--- src/verilog/fbo_pkg.sv ---
package fbo_pkg;
   // ----------------------------------------------------------------
   // Register indices (byte address is four times the index)
   // ----------------------------------------------------------------
   localparam logic [5:0] IDX_CTRL   = 6'h02;
   localparam logic [5:0] IDX_WIDTH  = 6'h0f;
   localparam logic [5:0] IDX_STL    = 6'h10;
   localparam logic [5:0] IDX_STH    = 6'h11;
   localparam logic [5:0] IDX_VLEN   = 6'h12;
   localparam logic [5:0] IDX_HSTART = 6'h13;
   localparam logic [5:0] IDX_HWIDTH = 6'h14;
   localparam logic [5:0] IDX_STATUS = 6'h15;
   localparam logic [5:0] IDX_CONFIG = 6'h16;

   // ----------------------------------------------------------------
   // Field layout
   // ----------------------------------------------------------------
   localparam int CTRL_W       = 10;
   localparam int BIT_GTR      = 1;
   localparam int BIT_DBUF     = 4;
   localparam int BIT_OUTEN    = 6;
   localparam int BIT_BYPASS   = 7;
   localparam int BIT_HANDSH   = 8;
   localparam int BIT_FLOCK    = 9;
   localparam int CFG_W        = 2;
   localparam int BIT_YUV      = 0;
   localparam int BIT_INTERLC  = 1;
   localparam int CNT_W        = 11;
   localparam int STL_W        = 12;
   localparam int STH_W        = 7;
   localparam int ADDR_W       = STL_W + STH_W;
   localparam int PIX_W        = 24;
   localparam int STAT_LINE_LO = 16;

   // ----------------------------------------------------------------
   // Reset values
   // ----------------------------------------------------------------
   localparam logic [CTRL_W-1:0] CTRL_RST = 10'h000;
   localparam logic [CFG_W-1:0]  CFG_RST  = 2'h0;
   localparam logic [CNT_W-1:0]  CNT_RST  = 11'h000;
   localparam logic [31:0]       RD_NONE  = 32'h0000_0000;

   // ----------------------------------------------------------------
   // Output sequencer states
   // ----------------------------------------------------------------
   typedef enum logic [2:0] {
      FBO_IDLE   = 3'b001,
      FBO_DELAY  = 3'b010,
      FBO_ACTIVE = 3'b100
   } fbo_state_e;
endpackage : fbo_pkg

--- src/verilog/fbo_sync.sv ---
`timescale 1ns/1ps
module fbo_sync #(
   parameter int WIDTH = 1
) (
   // Clock and reset
   input  wire logic             mclk,
   input  wire logic             rst,
   // Asynchronous in, synchronous out
   input  wire logic [WIDTH-1:0] async_in,
   output logic      [WIDTH-1:0] sync_out
);
   logic [WIDTH-1:0] meta_r;

   // First stage feeds only the second
   always_ff @(posedge mclk or posedge rst) begin
      if (rst) begin
         meta_r   <= '0;
         sync_out <= '0;
      end else begin
         meta_r   <= async_in;
         sync_out <= meta_r;
      end
   end
endmodule : fbo_sync

--- src/verilog/fbo_line_buf.sv ---
`timescale 1ns/1ps
module fbo_line_buf #(
   parameter int WIDTH = 24,
   parameter int DEPTH = 16
) (
   // Clock and reset
   input  wire logic             mclk,
   input  wire logic             rst,
   input  wire logic             flush,
   // Fill side
   input  wire logic [WIDTH-1:0] in_data,
   input  wire logic             in_valid,
   output logic                  in_ready,
   // Drain side
   output logic      [WIDTH-1:0] out_data,
   output logic                  out_valid,
   input  wire logic             out_ready
);
   localparam int AW = $clog2(DEPTH);

   logic [WIDTH-1:0] mem [DEPTH];
   logic [AW-1:0]    wr_r;
   logic [AW-1:0]    rd_r;
   logic [AW:0]      cnt_r;
   logic             push;
   logic             pop;

   assign in_ready  = (cnt_r != (AW+1)'(DEPTH));
   assign out_valid = (cnt_r != '0);
   assign out_data  = mem[rd_r];
   assign push      = in_valid & in_ready & ~flush;
   assign pop       = out_valid & out_ready & ~flush;

   always_ff @(posedge mclk) begin
      if (push) begin
         mem[wr_r] <= in_data;
      end
   end

   always_ff @(posedge mclk or posedge rst) begin
      if (rst) begin
         wr_r  <= '0;
         rd_r  <= '0;
         cnt_r <= '0;
      end else if (flush) begin
         wr_r  <= '0;
         rd_r  <= '0;
         cnt_r <= '0;
      end else begin
         if (push) begin
            wr_r <= (wr_r == AW'(DEPTH-1)) ? '0 : wr_r + 1'b1;
         end
         if (pop) begin
            rd_r <= (rd_r == AW'(DEPTH-1)) ? '0 : rd_r + 1'b1;
         end
         cnt_r <= cnt_r + (AW+1)'(push) - (AW+1)'(pop);
      end
   end
endmodule : fbo_line_buf

--- src/verilog/fbo_port.sv ---
`timescale 1ns/1ps
module fbo_port #(
   parameter int BUF_DEPTH = 16
) (
   // Clock and reset
   input  wire logic                     mclk,
   input  wire logic                     rst,
   // Avalon-MM slave
   input  wire logic [7:0]               avs_address,
   input  wire logic                     avs_read,
   input  wire logic                     avs_write,
   input  wire logic [31:0]              avs_writedata,
   input  wire logic [3:0]               avs_byteenable,
   output logic      [31:0]              avs_readdata,
   output logic                          avs_waitrequest,
   // Scaler link
   input  wire logic                     port_reference_clock,
   input  wire logic                     line_request_in_n,
   input  wire logic                     frame_restart_in_n,
   input  wire logic                     data_request_in,
   output logic                          forwarded_pixel_clock,
   output logic      [fbo_pkg::PIX_W-1:0] pixel_bus_out,
   output logic                          line_sync_out,
   output logic                          frame_sync_out,
   output logic                          odd_field_flag,
   output logic                          supply_stall,
   output logic                          resync_pulse_out_n,
   // Frame store side
   input  wire logic [fbo_pkg::PIX_W-1:0] store_pixel_data,
   input  wire logic                     store_pixel_valid,
   output logic                          store_pixel_ready,
   output logic                          store_fetch_start,
   output logic      [fbo_pkg::ADDR_W-1:0] store_fetch_addr,
   output logic      [fbo_pkg::CNT_W-1:0] store_fetch_len,
   output logic                          store_double_buffer,
   output logic                          store_passthrough,
   output logic                          store_output_exceeds
);
   // ----------------------------------------------------------------
   // Registers
   // ----------------------------------------------------------------
   logic [fbo_pkg::CTRL_W-1:0] ctrl_r;
   logic [fbo_pkg::CFG_W-1:0]  cfg_r;
   logic [fbo_pkg::CNT_W-1:0]  width_r;
   logic [fbo_pkg::STL_W-1:0]  stl_r;
   logic [fbo_pkg::STH_W-1:0]  sth_r;
   logic [fbo_pkg::CNT_W-1:0]  vlen_r;
   logic [fbo_pkg::CNT_W-1:0]  hstart_r;
   logic [fbo_pkg::CNT_W-1:0]  hwidth_r;
   logic                       ack_r;
   logic [31:0]                rd_nxt;
   logic [5:0]                 idx;
   logic                       wr_go;

   fbo_pkg::fbo_state_e        st_r;
   logic [fbo_pkg::CNT_W-1:0]  dly_r;
   logic [fbo_pkg::CNT_W-1:0]  pix_cnt_r;
   logic [fbo_pkg::CNT_W-1:0]  line_cnt_r;
   logic [fbo_pkg::ADDR_W-1:0] line_addr_r;
   logic                       restart_pend_r;
   logic                       line_pend_r;
   logic                       ref_d_r;
   logic                       line_request_in_d_r;
   logic                       frst_d_r;
   logic [2:0]                 sync_v;
   logic                       ref_s;
   logic                       line_request_in_s;
   logic                       frst_s;
   logic                       tick;
   logic                       restart_evt;
   logic                       line_evt;
   logic                       outen;
   logic                       take_line;
   logic                       do_pix;
   logic [fbo_pkg::PIX_W-1:0]  buf_data;
   logic                       buf_valid;
   logic                       buf_pop;
   logic                       flush;
   logic [fbo_pkg::PIX_W-1:0]  mapped;

   assign idx   = avs_address[7:2];
   assign wr_go = avs_write & ack_r;
   assign outen = ctrl_r[fbo_pkg::BIT_OUTEN];

   function automatic logic [15:0] merge(input logic [15:0] old, input logic [31:0] wd,
                                         input logic [3:0] be);
      logic [15:0] m;
      m     = {{8{be[1]}}, {8{be[0]}}};
      merge = (old & ~m) | (wd[15:0] & m);
   endfunction : merge

   // ----------------------------------------------------------------
   // Avalon slave: one wait state, answer on the second edge
   // ----------------------------------------------------------------
   assign avs_waitrequest = (avs_read | avs_write) & ~ack_r;

   always_ff @(posedge mclk or posedge rst) begin
      if (rst) begin
         ack_r <= 1'b0;
      end else begin
         ack_r <= (avs_read | avs_write) & ~ack_r;
      end
   end

   always_comb begin
      rd_nxt = fbo_pkg::RD_NONE;
      case (idx)
         fbo_pkg::IDX_CTRL:   rd_nxt = 32'(ctrl_r);
         fbo_pkg::IDX_WIDTH:  rd_nxt = 32'(width_r);
         fbo_pkg::IDX_STL:    rd_nxt = 32'(stl_r);
         fbo_pkg::IDX_STH:    rd_nxt = 32'(sth_r);
         fbo_pkg::IDX_VLEN:   rd_nxt = 32'(vlen_r);
         fbo_pkg::IDX_HSTART: rd_nxt = 32'(hstart_r);
         fbo_pkg::IDX_HWIDTH: rd_nxt = 32'(hwidth_r);
         fbo_pkg::IDX_CONFIG: rd_nxt = 32'(cfg_r);
         fbo_pkg::IDX_STATUS: rd_nxt = {5'h00, line_cnt_r, 11'h000, st_r, odd_field_flag, supply_stall};
         default:             rd_nxt = fbo_pkg::RD_NONE;
      endcase
   end

   always_ff @(posedge mclk or posedge rst) begin
      if (rst) begin
         avs_readdata <= fbo_pkg::RD_NONE;
      end else if (avs_read & ~ack_r) begin
         avs_readdata <= rd_nxt;
      end
   end

   // Unmapped writes are dropped silently
   always_ff @(posedge mclk or posedge rst) begin
      if (rst) begin
         ctrl_r   <= fbo_pkg::CTRL_RST;
         cfg_r    <= fbo_pkg::CFG_RST;
         width_r  <= fbo_pkg::CNT_RST;
         stl_r    <= '0;
         sth_r    <= '0;
         vlen_r   <= fbo_pkg::CNT_RST;
         hstart_r <= fbo_pkg::CNT_RST;
         hwidth_r <= fbo_pkg::CNT_RST;
      end else if (wr_go) begin
         case (idx)
            fbo_pkg::IDX_CTRL:   ctrl_r   <= fbo_pkg::CTRL_W'(merge(16'(ctrl_r), avs_writedata, avs_byteenable));
            fbo_pkg::IDX_CONFIG: cfg_r    <= fbo_pkg::CFG_W'(merge(16'(cfg_r), avs_writedata, avs_byteenable));
            fbo_pkg::IDX_WIDTH:  width_r  <= fbo_pkg::CNT_W'(merge(16'(width_r), avs_writedata, avs_byteenable));
            fbo_pkg::IDX_STL:    stl_r    <= fbo_pkg::STL_W'(merge(16'(stl_r), avs_writedata, avs_byteenable));
            fbo_pkg::IDX_STH:    sth_r    <= fbo_pkg::STH_W'(merge(16'(sth_r), avs_writedata, avs_byteenable));
            fbo_pkg::IDX_VLEN:   vlen_r   <= fbo_pkg::CNT_W'(merge(16'(vlen_r), avs_writedata, avs_byteenable));
            fbo_pkg::IDX_HSTART: hstart_r <= fbo_pkg::CNT_W'(merge(16'(hstart_r), avs_writedata, avs_byteenable));
            fbo_pkg::IDX_HWIDTH: hwidth_r <= fbo_pkg::CNT_W'(merge(16'(hwidth_r), avs_writedata, avs_byteenable));
            default: ;
         endcase
      end
   end

   assign store_double_buffer  = ctrl_r[fbo_pkg::BIT_DBUF];
   assign store_passthrough    = ctrl_r[fbo_pkg::BIT_BYPASS];
   assign store_output_exceeds = ctrl_r[fbo_pkg::BIT_GTR];

   // ----------------------------------------------------------------
   // Link inputs and edge detection
   // ----------------------------------------------------------------
   // Data request is tied low in this connection and not used
   fbo_sync #(.WIDTH(3)) u_sync (
      .mclk     (mclk),
      .rst      (rst),
      .async_in ({port_reference_clock, line_request_in_n, frame_restart_in_n}),
      .sync_out (sync_v)
   );

   assign ref_s  = sync_v[2];
   assign line_request_in_s = sync_v[1];
   assign frst_s = sync_v[0];

   // Same reset as the synchroniser, so the idle pins raise no false edge after reset
   always_ff @(posedge mclk or posedge rst) begin
      if (rst) begin
         ref_d_r  <= 1'b0;
         line_request_in_d_r <= 1'b0;
         frst_d_r <= 1'b0;
      end else begin
         ref_d_r  <= ref_s;
         line_request_in_d_r <= line_request_in_s;
         frst_d_r <= frst_s;
      end
   end

   // Outputs move on the reference's falling edge so they are steady at the scaler's rising edge
   assign tick                  = ref_d_r & ~ref_s;
   assign forwarded_pixel_clock = ref_d_r;
   assign restart_evt           = frst_d_r & ~frst_s;
   assign line_evt              = line_request_in_d_r & ~line_request_in_s;

   // Events wait for the next tick; a new event beats the clear
   always_ff @(posedge mclk or posedge rst) begin
      if (rst) begin
         restart_pend_r <= 1'b0;
      end else if (restart_evt) begin
         restart_pend_r <= 1'b1;
      end else if (tick) begin
         restart_pend_r <= 1'b0;
      end
   end

   assign take_line = tick & line_pend_r & ~restart_pend_r & (st_r == fbo_pkg::FBO_IDLE) & outen;

   always_ff @(posedge mclk or posedge rst) begin
      if (rst) begin
         line_pend_r <= 1'b0;
      end else if (line_evt) begin
         line_pend_r <= 1'b1;
      end else if (take_line | (tick & restart_pend_r)) begin
         line_pend_r <= 1'b0;
      end
   end

   // ----------------------------------------------------------------
   // Line buffer and pixel mapping
   // ----------------------------------------------------------------
   assign flush   = tick & restart_pend_r;
   assign do_pix  = tick & ~restart_pend_r & ((st_r == fbo_pkg::FBO_ACTIVE) |
                    ((st_r == fbo_pkg::FBO_DELAY) & (dly_r == 11'h001)));
   assign buf_pop = do_pix & buf_valid;

   fbo_line_buf #(.WIDTH(fbo_pkg::PIX_W), .DEPTH(BUF_DEPTH)) u_buf (
      .mclk      (mclk),
      .rst       (rst),
      .flush     (flush),
      .in_data   (store_pixel_data),
      .in_valid  (store_pixel_valid),
      .in_ready  (store_pixel_ready),
      .out_data  (buf_data),
      .out_valid (buf_valid),
      .out_ready (buf_pop)
   );

   // Luma/chroma fills the outer bytes; the middle byte reads zero
   assign mapped = cfg_r[fbo_pkg::BIT_YUV] ? {buf_data[15:8], 8'h00, buf_data[7:0]} : buf_data;

   // ----------------------------------------------------------------
   // Output sequencer
   // ----------------------------------------------------------------
   always_ff @(posedge mclk or posedge rst) begin
      if (rst) begin
         st_r       <= fbo_pkg::FBO_IDLE;
         dly_r      <= fbo_pkg::CNT_RST;
         pix_cnt_r  <= fbo_pkg::CNT_RST;
         line_cnt_r <= fbo_pkg::CNT_RST;
      end else if (tick & restart_pend_r) begin
         st_r       <= fbo_pkg::FBO_IDLE;
         line_cnt_r <= fbo_pkg::CNT_RST;
         pix_cnt_r  <= fbo_pkg::CNT_RST;
      end else if (take_line) begin
         pix_cnt_r <= fbo_pkg::CNT_RST;
         if ((line_cnt_r < vlen_r) && (hwidth_r != fbo_pkg::CNT_RST)) begin
            line_cnt_r <= line_cnt_r + 1'b1;
            if (ctrl_r[fbo_pkg::BIT_HANDSH] && (hstart_r != fbo_pkg::CNT_RST)) begin
               st_r  <= fbo_pkg::FBO_DELAY;
               dly_r <= hstart_r;
            end else begin
               st_r <= fbo_pkg::FBO_ACTIVE;
            end
         end
      end else if (tick & (st_r == fbo_pkg::FBO_DELAY) & (dly_r != 11'h001)) begin
         dly_r <= dly_r - 1'b1;
      end else if (buf_pop) begin
         pix_cnt_r <= pix_cnt_r + 1'b1;
         if (pix_cnt_r + 1'b1 == hwidth_r) begin
            st_r <= fbo_pkg::FBO_IDLE;
         end else begin
            st_r <= fbo_pkg::FBO_ACTIVE;
         end
      end
   end

   // Stall holds the last pixel until the buffer catches up
   always_ff @(posedge mclk or posedge rst) begin
      if (rst) begin
         pixel_bus_out <= '0;
         supply_stall  <= 1'b0;
      end else if (do_pix) begin
         supply_stall <= ~buf_valid;
         if (buf_valid) begin
            pixel_bus_out <= mapped;
         end
      end else if (tick) begin
         supply_stall <= 1'b0;
      end
   end

   always_ff @(posedge mclk or posedge rst) begin
      if (rst) begin
         frame_sync_out     <= 1'b0;
         line_sync_out      <= 1'b0;
         resync_pulse_out_n <= 1'b1;
         odd_field_flag     <= 1'b0;
      end else if (tick) begin
         frame_sync_out     <= restart_pend_r & outen;
         line_sync_out      <= take_line;
         resync_pulse_out_n <= ~(restart_pend_r & outen & ctrl_r[fbo_pkg::BIT_FLOCK]);
         if (~cfg_r[fbo_pkg::BIT_INTERLC]) begin
            odd_field_flag <= 1'b0;
         end else if (restart_pend_r) begin
            odd_field_flag <= ~odd_field_flag;
         end
      end
   end

   // ----------------------------------------------------------------
   // Frame store line fetch
   // ----------------------------------------------------------------
   // Start address counts pixels, so each fetched line moves the window on by the programmed width
   always_ff @(posedge mclk or posedge rst) begin
      if (rst) begin
         line_addr_r       <= '0;
         store_fetch_start <= 1'b0;
         store_fetch_addr  <= '0;
         store_fetch_len   <= fbo_pkg::CNT_RST;
      end else begin
         store_fetch_start <= 1'b0;
         if (tick & restart_pend_r) begin
            line_addr_r <= {sth_r, stl_r};
         end else if (take_line && (line_cnt_r < vlen_r) && (hwidth_r != fbo_pkg::CNT_RST)) begin
            store_fetch_start <= 1'b1;
            store_fetch_addr  <= line_addr_r;
            store_fetch_len   <= width_r;
            line_addr_r       <= line_addr_r + fbo_pkg::ADDR_W'(width_r);
         end
      end
   end
endmodule : fbo_port

--- config.mk ---
export PLATFORM = sky130hd
export DESIGN_NAME = fbo_port
export DESIGN_NICKNAME = d
export VERILOG_FILES = /design/src/verilog/fbo_pkg.sv /design/src/verilog/fbo_sync.sv /design/src/verilog/fbo_line_buf.sv /design/src/verilog/fbo_port.sv
export SDC_FILE = /design/constraint.sdc
export NUM_CORES = 1
export LEC_CHECK = 0
export BUFFER_PORTS_ARGS = -buffer_cell sky130_fd_sc_hd__buf_2
export CAP_MARGIN = 15
export CORE_ASPECT_RATIO = 0.75
export CORE_MARGIN = 2
export CORE_UTILIZATION = 40
export CTS_CLUSTER_SIZE = 8
export DETAILED_ROUTE_END_ITERATION = 7
export PLACE_DENSITY_LB_ADDON = 0.1
export SLEW_MARGIN = 40
export SYNTH_ARGS = -nofsm -noshare
export SYNTH_HDL_FRONTEND = slang
export SYNTH_SLANG_ARGS = --single-unit
--- constraint.sdc ---
create_clock -name mclk -period 8.45 [get_ports mclk]
set_input_delay 0.845 -clock mclk [delete_from_list [all_inputs] [get_ports mclk]]
set_output_delay 0.845 -clock mclk [all_outputs]
set_load 0.02 [all_outputs]
Word level (Yosys, flattened, before mapping)
Memories as Yosys holds them, arrays and structs flattened.
Index checks and enable logic that the tools add are counted.
- add/subtract/negate cells: 8
- order comparisons: 1
- equality and inequality tests: 23
- muxes and demuxes: 40
- bitwise logic cells: 53
- reduce and logical (&&, ||, !) cells: 32
- operators with widths (cell ; count):
    27-bit case mux with 9 select lines ; 1
    11-bit 2-to-1 mux ; 11
    11-bit bitwise AND ; 4
    11-bit OR ; 4
    6-bit by 5-bit equality test with 1-bit output (second input constant) ; 7
    19-bit 2-to-1 mux ; 2
    2-bit AND reduction ; 13
    12-bit bitwise AND ; 2
    24-bit 2-to-1 mux ; 1
    4-bit 2-to-1 mux ; 6
    1-bit bitwise AND ; 23
    11-bit by 1-bit adder with 11-bit output (second input constant) ; 2
    11-bit nonzero test ; 2
    3-bit 2-to-1 mux ; 7
    19-bit by 11-bit adder with 19-bit output ; 1
    2-bit nonzero test ; 9
    12-bit inverter ; 1
    12-bit OR ; 1
    11-bit by 1-bit equality test with 1-bit output (second input constant) ; 1
    11-bit equality test ; 1
    11-bit less-than comparator ; 1
    1-bit 2-to-1 mux ; 11
    11-bit by 1-bit inequality test with 1-bit output (second input constant) ; 1
    11-bit by 1-bit subtractor with 11-bit output (second input constant) ; 1
    27 further kinds ; 44
- register bits after elaboration: 247
- bits in writable memories: 384
- input port bits: 77
- logic and storage cells: 192
- memories: 1
- memory list (name ; words ; width ; rd ports ; clocked after Yosys merged registers in ; wr ports ; line ; RTL):
    u_buf.mem ; 16 ; 24 ; 1 ; 0 ; 1 ; fbo_line_buf.sv:21 ; logic [WIDTH-1:0] mem [DEPTH];

Depth between registers and ports, before layout
Gate-level depths: netlist of the first run.
- word-level depth: 10
- depth in mapped cells: 18
- mapped depth without buffers: 16

Modules after synthesis
From an unflattened synthesis of the first run, not the netlist that was laid out.
- cell total of the unflattened synthesis: 1871
- area, all modules: 26535.4 um2
- by module, submodules not included (module ; times used ; cells an instance ; area an instance (um2)):
    fbo_line_buf ; 1 ; 806 ; 15551.2
    fbo_port ; 1 ; 1058 ; 10830.4
    fbo_sync ; 1 ; 7 ; 153.9

Worst setup path after synthesis of the first run
OpenSTA, ideal clock, no wires.
- kind: register -> register
- start point: register u_buf.cnt_r[2]
- end point: memory u_buf.mem[0][0] (enable)
- arrival: 3060 ps
- slack: 4955 ps
- stages on the path, launching flop included: 8
- buffers on the path: 0
- period minus slack after synthesis: 3495 ps
- cells stage by stage: dfrtp_1 inv_1 ha_1 nand4_1 nand2_1 nor2_1 nand2_1 nor3_1
- longest elaborated chain between the ends: 5
- RTL lines (what ; line ; RTL):
    start: declaration ; fbo_line_buf.sv:24 ; logic [AW:0] cnt_r;
    start signal: assignment ; fbo_line_buf.sv:56 ; cnt_r <= cnt_r + (AW+1)'(push) - (AW+1)'(pop);
    5-bit inequality test ; fbo_line_buf.sv:28 ; assign in_ready = (cnt_r != (AW+1)'(DEPTH));
    named net store_pixel_ready ; fbo_port.sv:31 ; output logic store_pixel_ready,
    1-bit bitwise AND (2 in series) ; fbo_line_buf.sv:31 ; assign push = in_valid & in_ready & ~flush;
    1-bit 2-to-1 mux ; fbo_line_buf.sv:35 ; if (push) begin
    1-bit 2-to-1 mux (implied by the code) ; fbo_line_buf.sv:36 ; mem[wr_r] <= in_data;
    end: declaration ; fbo_line_buf.sv:21 ;
The timed path passes the listed nets, and every way through them passes these cells.

Worst setup path after layout of the first run
- start point: register line_cnt_r[2] (netlist name)
- end point: register line_addr_r[1] (netlist name)
- longest elaborated chain between the ends: 4
- RTL lines (what ; line ; RTL):
    start: declaration ; fbo_port.sv:58 ; logic [fbo_pkg::CNT_W-1:0] line_cnt_r;
    start signal: assignment ; fbo_port.sv:247 ; line_cnt_r <= fbo_pkg::CNT_RST;
    start signal: assignment ; fbo_port.sv:250 ; line_cnt_r <= fbo_pkg::CNT_RST;
    start signal: assignment ; fbo_port.sv:255 ; line_cnt_r <= line_cnt_r + 1'b1;
    11-bit less-than comparator ; fbo_port.sv:322 ; end else if (take_line && (line_cnt_r < vlen_r) && (hwidth_r != fbo_pkg::CNT_RST)) begin
    1-bit logical AND (2 in series) ; fbo_port.sv:322 ;
    2-bit nonzero test (no line) ; n/a ;
    end signal: assignment ; fbo_port.sv:321 ; line_addr_r <= {sth_r, stl_r};
    end signal: assignment ; fbo_port.sv:326 ; line_addr_r <= line_addr_r + fbo_pkg::ADDR_W'(width_r);
    end: declaration ; fbo_port.sv:59 ; logic [fbo_pkg::ADDR_W-1:0] line_addr_r;
Every way passes these cells.
A chain may end at the register's enable or synchronous reset.

==> qor.tcl, run 1 <==
set qor(status) {finished, final reports clean}
set qor(powerDensity_mw_per_mm2) 239
set qor(min-delay-path-class) {in2async}
set qor(io_buffers) 140
set qor(grt.total_usage) 0.208
set qor(synth_area_leaders) {edfxtp_1, dfrtp_1, mux4_2}
set qor(insertion_delay_ns) 0.64
set qor(tcrit_tclk_final) 0.491
set qor(switching_share) 0.240
set qor(power.ir.vdd_worst_v) 0.000151
set qor(grt_antenna_before_repair) 4
set qor(wl_mm) 69.3
set qor(final_layout_size_suffix_gt1_frac) 0.258
set qor(grt_pass1_wl_mm) 104
set qor(p_int_w) 0.00559
set qor(r2r_slack_ns) 4.30
set qor(route.detailed.vias_per_inst) 5.56
set qor(part_of_the_yosys_area_used_for_sequential_elements) 0.667
set qor(cp_slowest_cell) {nor2_1}
set qor(clock_path_buffers) 3
set qor(sequential_cell_area_mm2) 0.0175
set qor(cts_hold_buffers) 0
set qor(setup.worst_path.end_class) {register}
set qor(routed-via-count) 15800
set qor(fmax_ghz) 0.241
set qor(crit_chain) {ha_1 -> a21o_1 -> a31oi_1 -> o211ai_1 -> a21o_2 -> buf_4 -> clkinv_2 -> nor2_1 -> a221o_1}
set qor(proportion_of_power_drawn_by_the_clock_network) 0.445
set qor(netlist_top_cells_count) {edfxtp_1, dfrtp_1, nand2_1, mux4_2, o21ai_0}
set qor(r2r_end) {line_addr_r[1]}
set qor(drtPass1Iterations) 8
set qor(worst-setup-path-type) {reg2reg}
set qor(distinct_cell_type_count_of_the_synthesized_netlist) 72
set qor(drtAntennaViolNets) 0
set qor(detail_route.drc_violations) 0
set qor(pre_cts_slack_ns) 4.25
set qor(worstRegToRegCells) 9
set qor(layout_min_cycle_time_ns) 4.15
set qor(initial_utilization) 0.403
set qor(filler_cell_count) 5716
set qor(globalRouteOverflowTotal) 0
set qor(post_synth_inst_count) 1717
set qor(mappedNetlistArea_mm2) 0.0262
set qor(tritoncts_num_sinks) 622
set qor(chipWidth_um) 300
set qor(synth_ff_type) {edfxtp_1}
set qor(floorplan.die_area_mm2) 0.0677
set qor(setup_tns_ns) 0
set qor(cts_resized) 0
set qor(place.detailed.hpwl_mm) 43.0
set qor(timing.max_cap.violations) 0
set qor(synth.top_cell.area_share) 0.440
set qor(syn_avg_cell_area_um2) 15.3
set qor(grt_start_max_net_pins) 155
set qor(finClkSkew_ns) 0.0250
set qor(wire_per_inst_um) 24.4
set qor(path_max_fanout) 73
set qor(regToRegStartpoint) {line_cnt_r[2]}
set qor(cp-start-kind) {register}
set qor(critical_path_arrival_ns) 4.71
set qor(first_global_vias) 15800
set qor(worst_slack_ns) 4.30
set qor(clock_tree.root_cell) {clkbuf_16}
set qor(pwr-share-seq) 0.477
set qor(num_rows) 81
set qor(synth_edf_count) 384
set qor(hold_violations) 0
set qor(cts_setup_buffers) 0
set qor(synthesis.yosys.warnings) 0
set qor(die_height_um) 226
set qor(switching_power_w) 0.00177
set qor(cts-htree-levels) 3
set qor(max-slew-margin-rel) 0.401
set qor(finalSetupViolations) 0
set qor(timing_worst_slew_pin_value_ns) 0.898
set qor(cts_inserted_buffers) 87
set qor(leakagePower_nw) 12.0
set qor(synth.largest_area_cell) {edfxtp_1}
set qor(power.combinational.fraction) 0.077
set qor(rsz0062_at_grt) {false}
set qor(report.final.slew_viol_count) 0
set qor(multi_input_area_mm2) 0.00829
set qor(floorplan.core_area_mm2) 0.0651
set qor(detailedRoute.firstIterationViolations) 1272
set qor(synth-seq-cells) 622
set qor(cts.reportedPaths.clkPinSlew_ns) 0.05
set qor(postSynth.asyncResetShare) 0.383
set qor(cp_required_ns) 9.01
set qor(place_congestion) 0.827
set qor(num_io_pins) 175
set qor(cts_tree) {yes}
set qor(post-synth-top-count-cell) {edfxtp_1}
set qor(syn2layout_area_growth_pct) 17.3
set qor(max_stage_delay_ns) 0.86
set qor(design.final.nets) 2018
==> placed cells by master (no fill, tap or decap), types with 10 or more instances in the layout <==
master and count:
nor3_1 18, xor2_1 12, a22o_1 10, nand3_1 38
nand4_1 11, o31ai_1 14, buf_4 28, nand2b_1 12
o211ai_1 11, clkbuf_1 58, buf_2 140, nor2_1 56
edfxtp_1 384, mux2_2 71, and3_1 16, nor2_4 13
xnor2_1 14, clkbuf_16 88, a221o_1 17, nand2_1 217
a21oi_1 39, o21ai_0 80, a222oi_1 12, nor4_1 11
ha_1 36, a21o_1 17, inv_1 35, mux4_2 124
dfrtp_1 233
==> worst max-delay path by stage <==
| stage | slack [ns] | to | from | cells after the start |
|---|---|---|---|---|
| CTS | 4.24 | line_addr_r[3] | line_cnt_r[2] | 9 |
| detailed placement | 4.25 | line_addr_r[1] | line_cnt_r[2] | 9 |
| floorplan | 1.08 | async pin | rst | 1 |
| finish | 4.30 | line_addr_r[1] | line_cnt_r[2] | 9 |
| global route | 4.03 | line_addr_r[5] | line_cnt_r[2] | 9 |
| global placement | 4.29 | line_addr_r[4] | line_cnt_r[2] | 9 |
==> power by group through the flow <==
stage               logic (W)  clock network (W)  registers, W
floorplan            0.000357                  0       0.00353
global placement     0.000555                  0       0.00356
detailed placement   0.000576                  0       0.00356
CTS                  0.000578            0.00335       0.00351
global route         0.000635            0.00349       0.00352
finish               0.000568            0.00328       0.00351
==> per-layer routing <==
| layer | up-vias | share of wire | GRT usage |
|---|---|---|---|
| li1 | 6975 | - | - |
| met1 | 8250 | 0.48 | 0.319 |
| met2 | 475 | 0.43 | 0.295 |
| met3 | 97 | 0.072 | 0.0545 |
| met4 | 2 | 0.017 | 0.0484 |
| met5 | - | 0.00010 | 0 |
==> worst max-delay path: cells and delay by family (launching register included) <==
kind,cells,cell delay (ns)
buffers and inverters,2,1.36
DFF,1,0.43
and+or+nand+nor,1,0.86
adders and majority gates,1,0.32
AOI/OAI and AO/OA,5,1.05
==> layout make-up <==
type / count / area share
well taps: 871 / 0.0354
multi-input cells: 974 / 0.270
clock buffers: 147 / 0.0791
repair buffers: 180 / 0.0374
clock inverters: 6 / 0.00472
diodes: 2 / 0.000163
flip-flops and latches: 622 / 0.569
inverters: 38 / 0.00492
==> cell families (layout without fill, tap and decap cells) <==
logic type                 Yosys count  in the layout  share of synthesized area
xor gates and xnor gates            26             26                    0.00868
adders and majority gates           38             38                     0.0187
muxes                              201            201                      0.139
other                                1             11                   0.000143
AOI/OAI and AO/OA                  255            255                     0.0653
DFF                                622            622                      0.667
and+or+nand+nor                    445            445                     0.0779
buffers and inverters              129            371                     0.0234
==> per-stage QoR <==
| step | area [µm²] | total power (W) | util | hold slack (ns) | std cells |
|---|---|---|---|---|---|
| floorplan | 26300 | 0.00389 | - | 0.331 | 1725 |
| CTS | 30700 | 0.00744 | 0.472 | 0.292 | 2837 |
| global placement | 28000 | 0.00411 | 0.430 | 0.345 | 2676 |
| global route | 30800 | 0.00765 | 0.473 | 0.291 | 2839 |
| detailed placement | 28200 | 0.00414 | 0.433 | 0.342 | 2684 |
| finish | 30800 | 0.00735 | 0.473 | 0.301 | 2840 |
Power figures use the tool's default switching activity.
==> run 2: changes to the inputs <==
--- a/config.mk
+++ b/config.mk
@@ -5,6 +5,7 @@
 export SDC_FILE = /design/constraint.sdc
 export NUM_CORES = 1
 export LEC_CHECK = 0
+export ABC_AREA = 1
 export BUFFER_PORTS_ARGS = -buffer_cell sky130_fd_sc_hd__buf_2
 export CAP_MARGIN = 15
 export CORE_ASPECT_RATIO = 0.75
==> constraint.sdc (replaced) <==
create_clock -name mclk -period 3.8 [get_ports mclk]
set_input_delay 0.38 -clock mclk [delete_from_list [all_inputs] [get_ports mclk]]
set_output_delay 0.38 -clock mclk [all_outputs]
set_load 0.02 [all_outputs]
==> run 2 against run 1 <==
  * Synthesized cell count is 50% higher
  * Worst setup slack worse by 3.5 ns
  * Clock skew is 0.0038 ns higher
  * First-iteration DRC count is 48% higher
  * Sequential share of layout area is 1.0 points lower
  * Sequential cell count stayed put
  * Maximum frequency is 38% higher
  * Utilization is 0.23 points lower
  * Critical endpoint is now line_addr_r[18]
==> qor.tcl, run 2 <==
set qor(status) {finished, final reports clean}
set qor(place_congestion) 0.890
set qor(multi_input_area_mm2) 0.00821
set qor(clock_tree.root_cell) {clkbuf_16}
set qor(critical_path_arrival_ns) 3.51
set qor(hold_start) {avs_read}
set qor(first_global_vias) 18800
set qor(clock_path_buffers) 3
set qor(syn_avg_cell_area_um2) 10.4
set qor(netlist_top_cells_count) {nand2_1, edfxtp_1, o21ai_0, nor2_1, dfrtp_1}
set qor(io_buffers) 140
set qor(synth_area_leaders) {edfxtp_1, dfrtp_1, o21ai_0}
set qor(fmax_ghz) 0.331
set qor(num_io_pins) 175
set qor(grt_pass1_wl_mm) 118
set qor(floorplan.die_area_mm2) 0.0692
set qor(wl_mm) 78.9
set qor(layout_min_cycle_time_ns) 3.02
set qor(drtPass1Iterations) 5
set qor(r2r_end) {line_addr_r[18]}
set qor(dr_wl_met3_mm) 5.67
set qor(postSynth.asyncResetShare) 0.383
set qor(hold_violations) 0
set qor(part_of_the_yosys_area_used_for_sequential_elements) 0.652
set qor(synthesis.yosys.warnings) 0
set qor(route.detailed.vias_per_inst) 5.38
set qor(m1WireLength_mm) 38.7
set qor(drtAntennaViolNets) 0
set qor(globalRouteOverflowTotal) 0
set qor(setup.worst_path.end_class) {register}
set qor(cts_resized) 0
set qor(grt.total_usage) 0.228
set qor(timing.hold.worst_endpoint) {ack_r}
set qor(insertion_delay_ns) 0.64
set qor(finClkSkew_ns) 0.0288
set qor(detailedRoute.firstIterationViolations) 1886
set qor(layout_commonest_cell) {nand2_1}
set qor(max-slew-margin-rel) 0.387
set qor(final_layout_size_suffix_gt1_frac) 0.118
set qor(met2_length_mm) 32.9
set qor(grt_antenna_before_repair) 3
set qor(power.ir.vdd_worst_v) 0.000331
set qor(cp_required_ns) 4.29
set qor(report.final.slew_viol_count) 0
set qor(worst-setup-path-type) {reg2reg}
set qor(post_synth_inst_count) 2570
set qor(tcrit_tclk_final) 0.795
set qor(place.detailed.hpwl_mm) 48.4
set qor(distinct_cell_type_count_of_the_synthesized_netlist) 49
set qor(finalSetupViolations) 0
set qor(initial_utilization) 0.403
set qor(synth_ff_type) {edfxtp_1}
set qor(floorplan.core_area_mm2) 0.0666
set qor(grt_start_max_net_pins) 205
set qor(synth-seq-cells) 622
set qor(syn2layout_area_growth_pct) 16.8
set qor(total_power_w) 0.0191
set qor(routed-via-count) 19800
set qor(filler_cell_count) 6126
set qor(cts_inserted_buffers) 87
set qor(detail_route.drc_violations) 0
set qor(wire_per_inst_um) 21.5
set qor(cts-htree-levels) 3
set qor(chipWidth_um) 303
set qor(mappedNetlistArea_mm2) 0.0268
set qor(rsz0062_at_grt) {false}
set qor(path_max_fanout) 20
set qor(design.final.nets) 2845
set qor(cts.reportedPaths.clkPinSlew_ns) 0.05
set qor(timing.max_cap.violations) 0
set qor(setup_tns_ns) 0
set qor(worstRegToRegCells) 11
set qor(post-synth-top-count-cell) {nand2_1}
set qor(cts_tree) {yes}
set qor(min-delay-path-class) {in2reg}
set qor(sequential_cell_area_mm2) 0.0175
set qor(synth.top_cell.area_share) 0.430
set qor(num_rows) 82
set qor(top_layer) {met5}
set qor(powerDensity_mw_per_mm2) 609
set qor(leakagePower_nw) 12.5
set qor(tritoncts_num_sinks) 622
set qor(min_delay_path_depth) 3
set qor(synth_edf_count) 384
set qor(layout_common_cells) {nand2_1, edfxtp_1, o21ai_0}
set qor(timing_worst_slew_pin_value_ns) 0.916
set qor(die_height_um) 228
set qor(r2r_slack_ns) 0.78
set qor(synth.largest_area_cell) {edfxtp_1}
set qor(cp-start-kind) {register}
## run 2: cell count changes after synthesis, moves of 36 or more
| cell | delta |
|---|---|
| mux4_2 | -124 |
| mux2_2 | -71 |
| o21ai_0 | +285 |
| o22ai_1 | +53 |
| nand2_1 | +264 |
| o211ai_1 | +49 |
| inv_1 | +145 |
| clkbuf_1 | +36 |
| nor2_1 | +250 |
| nand3_1 | +69 |
## run 2: worst max-delay path by stage
stage | depth (start not counted) | slack (ns) | end | start
global placement | 18 | 0.85 | u_buf.cnt_r[4] | dly_r[6]
detailed placement | 18 | 0.89 | u_buf.cnt_r[4] | dly_r[6]
global route | 12 | 0.55 | line_addr_r[16] | line_cnt_r[6]
floorplan | 1 | 0.30 | async pin | rst
CTS | 18 | 0.87 | u_buf.cnt_r[4] | dly_r[6]
finish | 11 | 0.78 | line_addr_r[18] | register
## run 2: power by group
part / switching, W / internal [W]
clock network: 0.00295 / 0.00433
logic: 0.00252 / 0.00111
registers: 0.000337 / 0.00782
total: 0.00580 / 0.0133
## run 2: logic make-up (layout without fill, tap and decap cells)
kind of cell	after synthesis	in the layout	share of synthesized area
AOI/OAI and AO/OA	608	608	0.129
adders and majority gates	38	38	0.0183
DFF	622	622	0.652
and+or+nand+nor	967	967	0.146
other	1	11	0.000140
xor gates and xnor gates	20	20	0.00653
buffers and inverters	314	526	0.0478
## run 2: layout make-up
cell class,instances,share of cell area
repair buffers,187,0.0396
clock inverters,6,0.00431
flip-flops and latches,622,0.559
multi-input cells,1642,0.262
clock buffers,143,0.0772
inverters,190,0.0231
diodes,2,0.000160
well taps,882,0.0352
## run 2: critical path: stages (launching register included)
cell,delay [ns]
dfrtp_1,0.37
inv_1,0.18
ha_1,0.28
a21o_1,0.16
nor2_1,0.14
nand2_1,0.08
nor2_2,0.09
nand2_2,0.39
nand2_2,0.63
inv_1,0.30
nand2_1,0.12
nand4_1,0.09
## run 2: per-layer routing
metal | vias up | track usage
met3 | 125 | 0.0504
met1 | 9708 | 0.357
li1 | 9255 | -
met4 | 2 | 0.0613
met2 | 662 | 0.316
met5 | - | 0
## run 2: repair_timing
item,4_1_cts,5_1_grt
hold buffers,5,0
setup buffers,0,0
endpoints found under the hold margin,15,0
## run 2: per-stage QoR
stage	hold slack (ns)	utilization	instances	setup slack, ns	area [µm²]
after floorplan	0.331	-	2578	0.302	26900
after global placement	0.339	0.431	3517	0.855	28700
after detailed placement	0.336	0.431	3517	0.891	28700
after CTS	0.00787	0.470	3671	0.872	31300
after global routing	0.0550	0.470	3673	0.552	31300
final	0.0360	0.471	3674	0.781	31300
